$ cat config.mk
export PLATFORM = sky130hd
export DESIGN_NAME = hbp_host_port
export DESIGN_NICKNAME = d
export VERILOG_FILES = /design/src/hbp_pkg.sv /design/src/hbp_host_port.sv
export VERILOG_INCLUDE_DIRS = /design/src
export SDC_FILE = /design/constraint.sdc
export NUM_CORES = 1
export LEC_CHECK = 0
export BUFFER_PORTS_ARGS = -buffer_cell sky130_fd_sc_hd__buf_2
export CAP_MARGIN = 20
export CORE_MARGIN = 8
export CORE_UTILIZATION = 42
export DETAILED_ROUTE_END_ITERATION = 16
export PLACE_DENSITY = 0.57
export SLEW_MARGIN = 15
export SYNTH_ARGS = -nofsm -noshare
export SYNTH_HDL_FRONTEND = slang
export SYNTH_SLANG_ARGS = --single-unit
export TNS_END_PERCENT = 30
$ cat constraint.sdc
create_clock -name CLK -period 2.2 [get_ports CLK]
set_clock_uncertainty 0.1 [all_clocks]
set_input_delay 0.33 -clock CLK [delete_from_list [all_inputs] [get_ports CLK]]
set_output_delay 0.33 -clock CLK [all_outputs]
set_load 0.1 [all_outputs]
$ cat src/hbp_defines.svh
// Purpose: Constants for the host bus port of the dual serial controller
// Assumes: Included by hbp_host_port.sv; hbp_pkg.sv does not include it
// Notes:   Offsets are this block's own register-select codes
`ifndef HBP_DEFINES_SVH
`define HBP_DEFINES_SVH

`define HBP_SEL_MODE_A      4'h0
`define HBP_SEL_STAT_A      4'h1
`define HBP_SEL_DATA_A      4'h3
`define HBP_SEL_OUTPUT_PORT_CONFIG_REG        4'h4
`define HBP_SEL_ISR_IMR     4'h5
`define HBP_SEL_CTU         4'h6
`define HBP_SEL_CTL         4'h7
`define HBP_SEL_MODE_B      4'h8
`define HBP_SEL_STAT_B      4'h9
`define HBP_SEL_DATA_B      4'hb
`define HBP_SEL_OPR_SET     4'he
`define HBP_SEL_OPR_CLR     4'hf

`define HBP_STAT_RESET      8'h00
`define HBP_MASK_RESET      8'h00
`define HBP_ISR_RESET       8'h00
`define HBP_OPR_RESET       8'h00
`define HBP_OUTPUT_PORT_CONFIG_REG_RESET      8'h00
`define HBP_DATA_RESET      8'h00
`define HBP_CT_RESET        8'h00

`define HBP_STAT_TXRDY_BIT  2
`define HBP_STAT_RXRDY_BIT  0

`endif

$ cat src/hbp_pkg.sv
// Purpose: Types shared by the host bus port
// Assumes: Nothing; the defines header is not used here
// Notes:   Strobes are sampled on CLK; edges are found by comparing samples
package hbp_pkg;

  typedef logic [7:0] hbp_byte_t;

  typedef enum logic [1:0] {
    HBP_IDLE,
    HBP_READ,
    HBP_WRITE
  } hbp_phase_e;

  typedef struct packed {
    hbp_phase_e phase;
    logic       wr_n_d;
    logic [3:0] sel_d;
    hbp_byte_t  wdata_d;
    hbp_byte_t  rdata;
    logic       drive;
    hbp_byte_t  stat_a;
    hbp_byte_t  stat_b;
    hbp_byte_t  mask;
    hbp_byte_t  irq_status_reg;
    hbp_byte_t  output_port_value_reg;
    hbp_byte_t  output_port_config_reg;
    hbp_byte_t  mode_a1;
    hbp_byte_t  mode_a2;
    hbp_byte_t  mode_b1;
    hbp_byte_t  mode_b2;
    logic       ptr_a;
    logic       ptr_b;
    hbp_byte_t  data_a;
    hbp_byte_t  data_b;
    logic       ct_run;
    hbp_byte_t  ct_hi;
    hbp_byte_t  ct_lo;
    logic       test_mode;
    logic       chan_a_on;
    logic       chan_b_on;
  } hbp_state_s;

endpackage : hbp_pkg

$ cat src/hbp_host_port.sv
// Purpose: Asynchronous CPU bus port with register file and reset effects
// Assumes: Host strobes are synchronous to CLK; RESET_IN is high-active
// Notes:   Open-drain pins are split into out/enable; a bench resolves wires
`include "hbp_defines.svh"

module hbp_host_port
  import hbp_pkg::*;
#(
  parameter int DATA_W = 8
) (
  input  wire logic       CLK,
  input  wire logic       RESETN,
  input  wire logic       RESET_IN,
  input  wire logic       CHIP_SELECT_N,
  input  wire logic       WRITE_STROBE_N,
  input  wire logic       READ_STROBE_N,
  input  wire logic [3:0] REGISTER_SELECT,
  input  wire logic [7:0] HOST_DATA_BUS_IN,
  output logic      [7:0] HOST_DATA_BUS_OUT,
  output logic      [7:0] HOST_DATA_BUS_OE,
  input  wire logic [7:0] IRQ_SOURCES,
  output logic            IRQ_REQUEST_N_OUT,
  output logic            IRQ_REQUEST_N_OE,
  output logic      [7:0] GENERAL_OUTPUT_PINS,
  output logic            TX_SERIAL_OUT_A,
  output logic            TX_SERIAL_OUT_B,
  output logic            TIMER_RUN,
  output logic            TEST_MODE,
  output logic      [7:0] OUTPUT_PORT_CONFIG
);

  // Select codes must stay distinct, or one register would shadow another
  localparam logic [3:0] SEL_CODES [12] = '{
    `HBP_SEL_MODE_A,
    `HBP_SEL_STAT_A,
    `HBP_SEL_DATA_A,
    `HBP_SEL_OUTPUT_PORT_CONFIG_REG,
    `HBP_SEL_ISR_IMR,
    `HBP_SEL_CTU,
    `HBP_SEL_CTL,
    `HBP_SEL_MODE_B,
    `HBP_SEL_STAT_B,
    `HBP_SEL_DATA_B,
    `HBP_SEL_OPR_SET,
    `HBP_SEL_OPR_CLR
  };

  initial begin
    if (DATA_W != 8) begin
      $error("Host data bus must be eight bits wide");
    end
    for (int code_a = 0; code_a < 12; code_a++) begin
      for (int code_b = code_a + 1; code_b < 12; code_b++) begin
        if (SEL_CODES[code_a] == SEL_CODES[code_b]) begin
          $error("Register select codes must be distinct");
        end
      end
    end
  end

  hbp_state_s st_reg;
  hbp_state_s st_next;
  logic       wr_rise;
  logic       cs_act;
  hbp_byte_t  rd_word;
  logic [7:0] irq_live;

  assign cs_act  = ~CHIP_SELECT_N;
  // Edge seen on the sampled strobe; select and data captured while low
  assign wr_rise = (st_reg.phase == HBP_WRITE) && !st_reg.wr_n_d && WRITE_STROBE_N;

  // Read mux; unused codes return zero so a stray read never sees stale data
  always_comb begin
    rd_word = 8'h00;
    case (REGISTER_SELECT)
      `HBP_SEL_MODE_A: begin
        rd_word = st_reg.ptr_a ? st_reg.mode_a2 : st_reg.mode_a1;
      end
      `HBP_SEL_STAT_A: begin
        rd_word = st_reg.stat_a;
      end
      `HBP_SEL_DATA_A: begin
        rd_word = st_reg.data_a;
      end
      `HBP_SEL_OUTPUT_PORT_CONFIG_REG: begin
        rd_word = st_reg.output_port_config_reg;
      end
      `HBP_SEL_ISR_IMR: begin
        rd_word = st_reg.irq_status_reg;
      end
      `HBP_SEL_CTU: begin
        rd_word = st_reg.ct_hi;
      end
      `HBP_SEL_CTL: begin
        rd_word = st_reg.ct_lo;
      end
      `HBP_SEL_MODE_B: begin
        rd_word = st_reg.ptr_b ? st_reg.mode_b2 : st_reg.mode_b1;
      end
      `HBP_SEL_STAT_B: begin
        rd_word = st_reg.stat_b;
      end
      `HBP_SEL_DATA_B: begin
        rd_word = st_reg.data_b;
      end
      `HBP_SEL_OPR_SET: begin
        rd_word = st_reg.output_port_value_reg;
      end
      4'h2: begin
        rd_word = 8'h00;
      end
      4'ha: begin
        rd_word = 8'h00;
      end
      4'hc: begin
        rd_word = 8'h00;
      end
      4'hd: begin
        rd_word = 8'h00;
      end
      default: begin
        rd_word = 8'h00;
      end
    endcase
  end

  always_comb begin
    st_next        = st_reg;
    st_next.wr_n_d = WRITE_STROBE_N;
    // Interrupt status follows live sources; bits only report, never latch
    st_next.irq_status_reg    = IRQ_SOURCES;
    case (st_reg.phase)
      HBP_IDLE: begin
        st_next.drive = 1'b0;
        if (cs_act && !READ_STROBE_N) begin
          st_next.phase = HBP_READ;
          st_next.drive = 1'b1;
          // Captured once at the falling strobe, so data holds for the whole read
          st_next.rdata = rd_word;
          if (REGISTER_SELECT == `HBP_SEL_MODE_A) begin
            st_next.ptr_a = 1'b1;
          end
          if (REGISTER_SELECT == `HBP_SEL_MODE_B) begin
            st_next.ptr_b = 1'b1;
          end
        end else if (cs_act && !WRITE_STROBE_N) begin
          st_next.phase = HBP_WRITE;
        end
      end
      HBP_READ: begin
        st_next.drive = cs_act && !READ_STROBE_N;
        if (READ_STROBE_N || !cs_act) begin
          st_next.phase = HBP_IDLE;
          st_next.drive = 1'b0;
        end
      end
      HBP_WRITE: begin
        if (!WRITE_STROBE_N) begin
          // Keep latest bus value; host holds select stable
          st_next.sel_d   = REGISTER_SELECT;
          st_next.wdata_d = HOST_DATA_BUS_IN;
        end
        if (wr_rise) begin
          st_next.phase = HBP_IDLE;
          case (st_reg.sel_d)
            `HBP_SEL_MODE_A: begin
              if (st_reg.ptr_a) begin
                st_next.mode_a2 = st_reg.wdata_d;
              end else begin
                st_next.mode_a1 = st_reg.wdata_d;
              end
              st_next.ptr_a = 1'b1;
            end
            `HBP_SEL_STAT_A: begin
              st_next.chan_a_on = 1'b1;
            end
            `HBP_SEL_DATA_A: begin
              st_next.data_a = st_reg.wdata_d;
            end
            `HBP_SEL_OUTPUT_PORT_CONFIG_REG: begin
              st_next.output_port_config_reg = st_reg.wdata_d;
            end
            `HBP_SEL_ISR_IMR: begin
              st_next.mask = st_reg.wdata_d;
            end
            `HBP_SEL_CTU: begin
              st_next.ct_hi  = st_reg.wdata_d;
              st_next.ct_run = 1'b1;
            end
            `HBP_SEL_CTL: begin
              st_next.ct_lo = st_reg.wdata_d;
            end
            `HBP_SEL_MODE_B: begin
              if (st_reg.ptr_b) begin
                st_next.mode_b2 = st_reg.wdata_d;
              end else begin
                st_next.mode_b1 = st_reg.wdata_d;
              end
              st_next.ptr_b = 1'b1;
            end
            `HBP_SEL_STAT_B: begin
              st_next.chan_b_on = 1'b1;
            end
            `HBP_SEL_DATA_B: begin
              st_next.data_b = st_reg.wdata_d;
            end
            // Bit set and bit clear avoid a read-modify-write on the port
            `HBP_SEL_OPR_SET: begin
              st_next.output_port_value_reg = st_reg.output_port_value_reg | st_reg.wdata_d;
            end
            `HBP_SEL_OPR_CLR: begin
              st_next.output_port_value_reg = st_reg.output_port_value_reg & ~st_reg.wdata_d;
            end
            // Any unused code reaches the test bit; reset is the only other clear
            default: begin
              st_next.test_mode = st_reg.wdata_d[0];
            end
          endcase
        end
      end
      default: begin
        st_next.phase = HBP_IDLE;
      end
    endcase
    // Channel status: transmitter ready once enabled, nothing received here
    st_next.stat_a = {5'h00, st_next.chan_a_on, 2'h0} & 8'h04;
    st_next.stat_b = {5'h00, st_next.chan_b_on, 2'h0} & 8'h04;
  end

  always_ff @(posedge CLK) begin
    if (!RESETN || RESET_IN) begin
      st_reg           <= '0;
      st_reg.phase     <= HBP_IDLE;
      st_reg.wr_n_d    <= 1'b1;
      st_reg.stat_a    <= `HBP_STAT_RESET;
      st_reg.stat_b    <= `HBP_STAT_RESET;
      st_reg.mask      <= `HBP_MASK_RESET;
      st_reg.irq_status_reg       <= `HBP_ISR_RESET;
      st_reg.output_port_value_reg       <= `HBP_OPR_RESET;
      st_reg.output_port_config_reg      <= `HBP_OUTPUT_PORT_CONFIG_REG_RESET;
      st_reg.ct_run    <= 1'b0;
      st_reg.chan_a_on <= 1'b0;
      st_reg.chan_b_on <= 1'b0;
      st_reg.test_mode <= 1'b0;
      st_reg.ptr_a     <= 1'b0;
      st_reg.ptr_b     <= 1'b0;
    end else begin
      st_reg <= st_next;
    end
  end

  // Port pins carry the inverse of the value register, so cleared means high
  // The reset pin overrides each bit directly, without waiting for a clock edge
  for (genvar pin_idx = 0; pin_idx < 8; pin_idx++) begin : g_out_pin
    always_comb begin
      if (RESET_IN) begin
        GENERAL_OUTPUT_PINS[pin_idx] = 1'b1;
      end else begin
        GENERAL_OUTPUT_PINS[pin_idx] = ~st_reg.output_port_value_reg[pin_idx];
      end
    end
  end : g_out_pin

  // No serial datapath here; an idle line sits at mark
  assign TX_SERIAL_OUT_A    = 1'b1;
  assign TX_SERIAL_OUT_B    = 1'b1;
  assign TIMER_RUN          = st_reg.ct_run;
  assign TEST_MODE          = st_reg.test_mode;
  assign OUTPUT_PORT_CONFIG = st_reg.output_port_config_reg;

  assign HOST_DATA_BUS_OUT  = st_reg.rdata;

  // Enable drops at once on strobe release, so the bus never lingers driven
  for (genvar oe_idx = 0; oe_idx < 8; oe_idx++) begin : g_bus_oe
    assign HOST_DATA_BUS_OE[oe_idx] = st_reg.drive & cs_act & ~READ_STROBE_N;
  end : g_bus_oe

  // Each condition gated by its own mask bit
  for (genvar irq_idx = 0; irq_idx < 8; irq_idx++) begin : g_irq_mask
    assign irq_live[irq_idx] = st_reg.irq_status_reg[irq_idx] & st_reg.mask[irq_idx];
  end : g_irq_mask

  // Open drain: output always low, only the enable moves
  assign IRQ_REQUEST_N_OUT  = 1'b0;
  assign IRQ_REQUEST_N_OE   = |irq_live;

endmodule : hbp_host_port

==> impl_results.md, run 1 <==
* Vias per Instance at 5.50
* Maximum number of pins on one net before global-route repair at 37
* Per-instance average area after synthesis at 9.34 µm²
* Number of synthesis warnings at 0
* Summed instance area of the synthesized netlist at 5870 µm²
* Met2 wire len at 7960 µm
* Remaining DRCs at 0
* Number of CTS-inserted buffers at 17
* Number of antenna violations at the first check in global routing at 0
* Fill cell instance count of the final layout at 1314
* Highest metal layer used by the detailed router: met4
* Share of synthesized area spent on multiplexers at 20.6%
* Crit Path Max Fanout at 11
* Flop-to-flop setup slack at 90 ps
* Routed met3 length at 884 µm
* Endpoint kind of the worst setup timing path: flop
* XOR/XNOR share of the synthesized area at 0%
* Final clock period utilization by the worst path at 96.0%
* Cell Pwr Density at 746 nW/µm²
* Compound-gate portion of the synthesized area at 9.85%
* Critical path buffers and inverters at 2
* Share of post-route cells with drive strength above 1 at 21.6%
* FF+latch area at 2520 µm²
* Max frequency at 0.474 GHz
* Area growth from synthesis to layout at 18.7%
* Max FFs per register at 100
* Final count of hold timing violations at 0
* CTS H-tree lvls at 4
* Run status: complete, no violations
* Metal-1 WL at 7540 µm
* Type of the tightest min-delay check: in2reg
* Area of combinational cells with multiple inputs at 2970 µm²
* Cells after synthesis at 628
* IO Count at 64
* Largest stage delay, worst path at 600 ps
* Hold EP: st_reg[88]
* Number of cells on the worst reg-to-reg path at 6
* Final Routed Wirelength at 16800 µm
* Critical Path Start Type: flop
* Portion of the post-synthesis area used by sequential elements at 43.0%
* Area of the core region at 13800 µm²
* Finish-stage setup viols at 0
* Initial core utilization at 42.6%
* Die Outline Area at 18000 µm²
* Starting DRC count in detailed routing at 422
* Number of buffers added on ports at 60
* Diode count at 0
* Primary flip-flop cell chosen by synthesis mapping: dfxtp_1
* Post-CTS clock slew at the launch and capture registers of the worst setup and hold paths at 60 ps
* Worst reg2reg path endpoint: st_reg[97]
* Final HPWL from detailed placement at 12100 µm
* Number of library cell types mapped by synthesis at 50
* Number of search-and-repair iterations in the first detailed-routing pass at 5
* Min Hold Slack at 14.8 ps
* Setup Crit Path Kind: reg2reg
* Library cell contributing the largest single delay on the critical path: nor4b_1
* Leakage power summed over all cells at 2.74 nW
* Congestion Overflow GR at 0
* Number of placement rows at 43
* Unrepaired setup endpoints after global routing: no
* Setup Fix Bufs, Post-CTS at 0
* Wire length of the first global-routing pass at 26600 µm
* Post-synthesis register bit count at 126
* Clock root buffer: clkbuf_16
* Biggest area contributors in the synthesized netlist: dfxtp_1, mux2i_1, nor2_1
* Worst EP required at 2410 ps
* Layout net count at 699
* Cell-by-cell trace of the critical path: buf_4 -> nor4b_1 -> nand4_1 -> buf_4 -> mux2i_1 -> nor2_1
* Number of global-route vias before repair at 4734
* Minimum period implied by the final worst setup slack at 2110 ps
* CTS max path bufs at 2
* Routed wirelength normalized by instance count at 19.4 µm
* CP arrival at 2320 ps
* Die Wd at 134 µm
* Cell depth of the worst min-delay path at 2
* Total Routing Usage GR at 19.1%
* Largest family of logic cells by synthesized area: multiplexers
* Max rail drop VDD at 0.553 mV
* Most numerous cell on the critical path: buf_4
* Tightest slew margin relative to the limit at 54.7%
* Clock insertion delay at the later pin of the skew report at 410 ps
* Max Cap Violations at 0
* Slew Viols, Final at 0
* Vertical die dimension at 134 µm
* Routed Antenna Nets at 0
* Cell type group with the largest total delay on the critical path: simple AND/OR/NAND/NOR gates
* Worst-margin pin slew at 678 ps
* FFs w/ async S/R, synth at 0%
* Library cell occupying the most area in the post-synthesis netlist: dfxtp_1
* Setup TNS Final at 0 ps
* Number of enable-type register cells in the synthesized netlist at 0
* Final weighted congestion in routability-driven placement at 0.842
* Area share of the largest cell type after synthesis at 43.0%
* Simple logic cell fraction of the synthesized area at 19.5%
* Worst reg2reg path startpoint: st_reg[140]
* Source of the worst hold timing path: IRQ_SOURCES[2]
* Post-synthesis share of cell area spent on full adders, half adders and majority gates at 0%
* Number of vias after detailed routing at 4767
* Clock sink count at 126
* CTS tree: built
## Yosys cell counts (3+ instances only)
cell / count
nand4_1: 6
or4_1: 3
mux2i_1: 116
o22ai_1: 7
a221oi_1: 4
a211oi_1: 7
dfxtp_1: 126
o21ai_0: 10
nor3_1: 7
and3b_1: 3
a21oi_1: 24
nor4b_1: 3
mux2_2: 4
buf_1: 9
clkbuf_1: 37
nor2_1: 86
a31oi_1: 4
nor3b_1: 11
nand3_1: 6
nand2_1: 31
a311oi_1: 10
inv_1: 7
nand2b_1: 15
a32o_1: 5
buf_4: 26
buf_2: 3
nor2b_1: 6
nand3b_1: 6
a22oi_1: 5
and2_1: 11
## repair_timing
action | in CTS | in global routing
endpoints found under the hold margin | 2 | 0
gates resized for setup | 0 | 0
hold buffers | 2 | 0
## worst max-delay path by stage
stage	startpoint	end	slack, ps	depth (start not counted)
floorplan	CHIP_SELECT_N	HOST_DATA_BUS_OE[1]	30	2
global placement	CHIP_SELECT_N	HOST_DATA_BUS_OUT[0]	150	5
detailed placement	REGISTER_SELECT[0]	HOST_DATA_BUS_OUT[3]	150	6
CTS	st_reg[140]	st_reg[16]	130	6
global route	st_reg[140]	st_reg[100]	0.1	6
finish	st_reg[140]	st_reg[97]	90	6
## final cells by class
| class | instances | share of cell area, % |
|---|---|---|
| clock buffer | 18 | 6.16 |
| clock inverter | 14 | 1.98 |
| inverter | 7 | 0.377 |
| multi-input combinational | 421 | 42.6 |
| sequential | 126 | 36.2 |
| tap | 180 | 3.24 |
| timing repair buffer | 100 | 9.42 |
## metal layers
metal  vias to the layer above  GRT usage, %
li1                       2300             -
met4                         0          8.36
met5                         -             0
met3                        33          4.71
met2                       124          30.1
met1                      2310          24.1
## power breakdown
group          switching (mW)  internal [mW]  total (mW)
clock network            1.07           1.57        2.64
registers              0.0114           2.29        2.30
logic                   0.165         0.0820       0.247
total                    1.25           3.94        5.19
## cell usage in the layout, fill, tap and decap left out, drive strengths merged, types with 7 or more instances in the layout
cell type / netlist / final
nor3b: 11 / 11
nand2: 31 / 31
mux2i: 116 / 116
nor2: 86 / 86
clkbuf: 37 / 18
a211oi: 8 / 8
nor3: 9 / 9
o22ai: 7 / 7
buf: 38 / 98
a311oi: 10 / 10
nand2b: 15 / 15
dfxtp: 126 / 126
inv: 7 / 11
a21oi: 24 / 24
and2: 11 / 11
o21ai: 10 / 10
## stage by stage
stage / worst slack, ps / area [µm²] / power [mW] / cells / util [%]
2_1_floorplan: 35.0 / 5880 / 2.50 / 629 / -
3_3_place_gp: 150 / 6370 / 2.59 / 832 / 46.3
3_5_place_dp: 154 / 6370 / 2.60 / 832 / 46.3
4_1_cts: 134 / 6960 / 5.24 / 866 / 50.5
5_1_grt: 0.117 / 6960 / 5.38 / 866 / 50.5
6_report: 88.4 / 6960 / 5.19 / 866 / 50.5
## logic make-up (layout without fill, tap and decap cells)
group	count (synthesis)	in the layout
AND/OR/NAND/NOR	214	214
buffers and inverters	82	139
AO/OA/AOI/OAI	84	84
multiplexers	120	120
flip-flops	126	126
other	2	3
Note: power is estimated with default switching activity, not from simulation.
==> run 2, diff against run 1 <==
CAP_MARGIN = 40   (was 20)
PLACE_DENSITY = default   (was 0.57)
PLACE_DENSITY_LB_ADDON = 0.3   (was default)
==> impl_results.md, run 2 (synthesis gave the netlist of run 1 again) <==
* Max frequency at 0.491 GHz (was 0.474 GHz)
* Setup TNS Final at 0 ps (unchanged)
* CTS max path bufs at 2 (unchanged)
* Cell-by-cell trace of the critical path: mux2i_1 -> o22ai_1 -> nor4_1 -> a211oi_1 (was buf_4 -> nor4b_1 -> nand4_1 -> buf_4 -> mux2i_1 -> nor2_1)
* Die Wd at 134 µm (unchanged)
* Setup Crit Path Kind: reg2reg (unchanged)
* Commonest non-fill, non-tap cell in the layout: dfxtp_1 (unchanged)
* Starting DRC count in detailed routing at 380 (was 422)
* Max Cap Violations at 0 (unchanged)
* Clock sink count at 126 (unchanged)
* Hold_buf cts at 0 (was 2)
* Critical path startpoint: st_reg[36] (was st_reg[140])
* Vias per Instance at 5.52 (was 5.50)
* Diode count at 0 (unchanged)
* Area of the core region at 13800 µm² (unchanged)
* Tightest slew margin relative to the limit at 56.0% (was 54.7%)
* Area of combinational cells with multiple inputs at 2970 µm² (unchanged)
* Number of antenna violations at the first check in global routing at 0 (unchanged)
* Worst-case setup slack after placement at 105 ps (was 154 ps)
* Number of buffers added on ports at 60 (unchanged)
* CP arrival at 2200 ps (was 2320 ps)
* Number of CTS-inserted buffers at 17 (unchanged)
* Min Hold Slack at 8.42 ps (was 14.8 ps)
* Final count of hold timing violations at 0 (unchanged)
* Vertical die dimension at 134 µm (unchanged)
* Clock network fraction of total power at 54.0% (was 50.9%)
* Layout net count at 691 (was 699)
* Net switching component of the power at 1.20 mW (was 1.25 mW)
* Number of search-and-repair iterations in the first detailed-routing pass at 4 (was 5)
* Run status: complete, no violations (unchanged)
* Share of post-route cells with drive strength above 1 at 21.1% (was 21.6%)
* Fill cell instance count of the final layout at 1277 (was 1314)
* Internal power of the cells at 4.32 mW (was 3.94 mW)
* Remaining DRCs at 0 (unchanged)
* Number of vias after detailed routing at 4738 (was 4767)
* Total Routing Usage GR at 18.3% (was 19.1%)
* Minimum period implied by the final worst setup slack at 2040 ps (was 2110 ps)
* Final HPWL from detailed placement at 11500 µm (was 12100 µm)
* Leakage power summed over all cells at 2.74 nW (about the same)
* Finish-stage setup viols at 0 (unchanged)
* Final Routed Wirelength at 16300 µm (was 16800 µm)
* FF+latch area at 2520 µm² (unchanged)
* Clock insertion delay at the later pin of the skew report at 420 ps (was 410 ps)
* Die Outline Area at 18000 µm² (unchanged)
* Cell Pwr Density at 793 nW/µm² (was 746 nW/µm²)
* Cell type group with the largest total delay on the critical path: flip-flops (was simple AND/OR/NAND/NOR gates)
* Worst EP required at 2370 ps (was 2410 ps)
* CTS H-tree lvls at 4 (unchanged)
* Post-cts sizing count at 0 (unchanged)
* Fraction of power consumed by sequential logic at 41.7% (was 44.3%)
* Setup Fix Bufs, Post-CTS at 0 (unchanged)
* Area growth from synthesis to layout at 18.8% (was 18.7%)
* Critical Path Start Type: flop (unchanged)
* CTS tree: built (unchanged)
* IO Count at 64 (unchanged)
* Number of placement rows at 43 (unchanged)
* Portion of total power attributed to combinational logic at 4.3% (was 4.8%)
* Max FFs per register at 100 (unchanged)
* Wire length of the first global-routing pass at 25800 µm (was 26600 µm)
* Routed Antenna Nets at 0 (unchanged)
* Worst setup slack after layout at 163 ps (was 88.4 ps)
* Routed wirelength normalized by instance count at 18.9 µm (was 19.4 µm)
* Number of global-route vias before repair at 4733 (was 4734)
* Crit Path Max Fanout at 11 (unchanged)
* Largest stage delay, worst path at 740 ps (was 600 ps)
* Library cell contributing the largest single delay on the critical path: dfxtp_1 (was nor4b_1)
* Final weighted congestion in routability-driven placement at 0.844 (was 0.842)
* Source of the worst hold timing path: IRQ_SOURCES[3] (was IRQ_SOURCES[2])
* Unrepaired setup endpoints after global routing: no (unchanged)
* Final design utilization at 50.6% (was 50.5%)
* Post-CTS clock slew at the launch and capture registers of the worst setup and hold paths at 60 ps (about the same)
* Critical path buffers and inverters at 0 (was 2)
* Worst reg2reg path startpoint: st_reg[36] (was st_reg[140])
* Type of the tightest min-delay check: in2reg (unchanged)
* Congestion Overflow GR at 0 (unchanged)
* Initial core utilization at 42.6% (unchanged)
* Most frequent cells in the layout: dfxtp_1, mux2i_1, nor2_1, buf_2, nand2_1 (was dfxtp_1, mux2i_1, nor2_1, buf_2, buf_4)
* Endpoint kind of the worst setup timing path: flop (unchanged)
* Clock root buffer: clkbuf_16 (unchanged)
* Slew Viols, Final at 0 (unchanged)
* Maximum number of pins on one net before global-route repair at 45 (was 37)
* Max rail drop VDD at 0.557 mV (was 0.553 mV)
* Overall power of the completed layout at 5.53 mW (was 5.19 mW)
* Switching part of the total at 21.7% (was 24.1%)
* Worst-margin pin slew at 660 ps (was 678 ps)
* Final clock period utilization by the worst path at 92.6% (was 96.0%)
[run 2: cell count changes in the layout (fill, tap and decap cells not counted)]
cell / delta
clkinv_4: -2
clkinvlp_4: -1
inv_6: -3
clkbuf_1: -1
clkinv_2: +2
buf_4: -6
clkbuf_8: +2
bufinv_16: +3
dlygate4sd3_1: -2
[run 2: path summary, 6_finish.rpt]
check | endpoint | slack (ps) | cells past startpoint
max reg2reg | HOST_DATA_BUS_OUT[4] | 160 | 4
min reg2reg | TIMER_RUN | 340 | 2
min | st_reg[89] | 8 | 2
max | HOST_DATA_BUS_OUT[4] | 160 | 4
[run 2: through the flow]
step           area, µm²  instances
6_report            6970        858
4_1_cts             6970        858
2_1_floorplan       5880        629
3_5_place_dp        6330        826
5_1_grt             6970        858
3_3_place_gp        6330        826
[run 2: power groups by stage]
stage | registers (mW) | logic (mW) | clock network (mW)
finish | 2.30 | 0.239 | 2.98
CTS | 2.30 | 0.238 | 3.02
detailed placement | 2.35 | 0.238 | 0
global placement | 2.35 | 0.236 | 0
floorplan | 2.35 | 0.159 | 0
global route | 2.30 | 0.257 | 3.13
[run 2: layer usage]
metal	track usage, %	part of all wire (%)	vias up
li1	-	-	2281
met1	22.3	43	2271
met2	29.2	47	147
met3	3.85	5.8	39
met4	10.9	4.0	0
met5	0	0	-
[run 2: area by class of cell]
class | count | area share [%]
flip-flops and latches | 126 | 36.2
clock inverters | 13 | 2.68
inverters | 7 | 0.377
well taps | 180 | 3.23
clock buffers | 19 | 6.50
repair buffers | 92 | 8.47
multi-input cells | 421 | 42.5
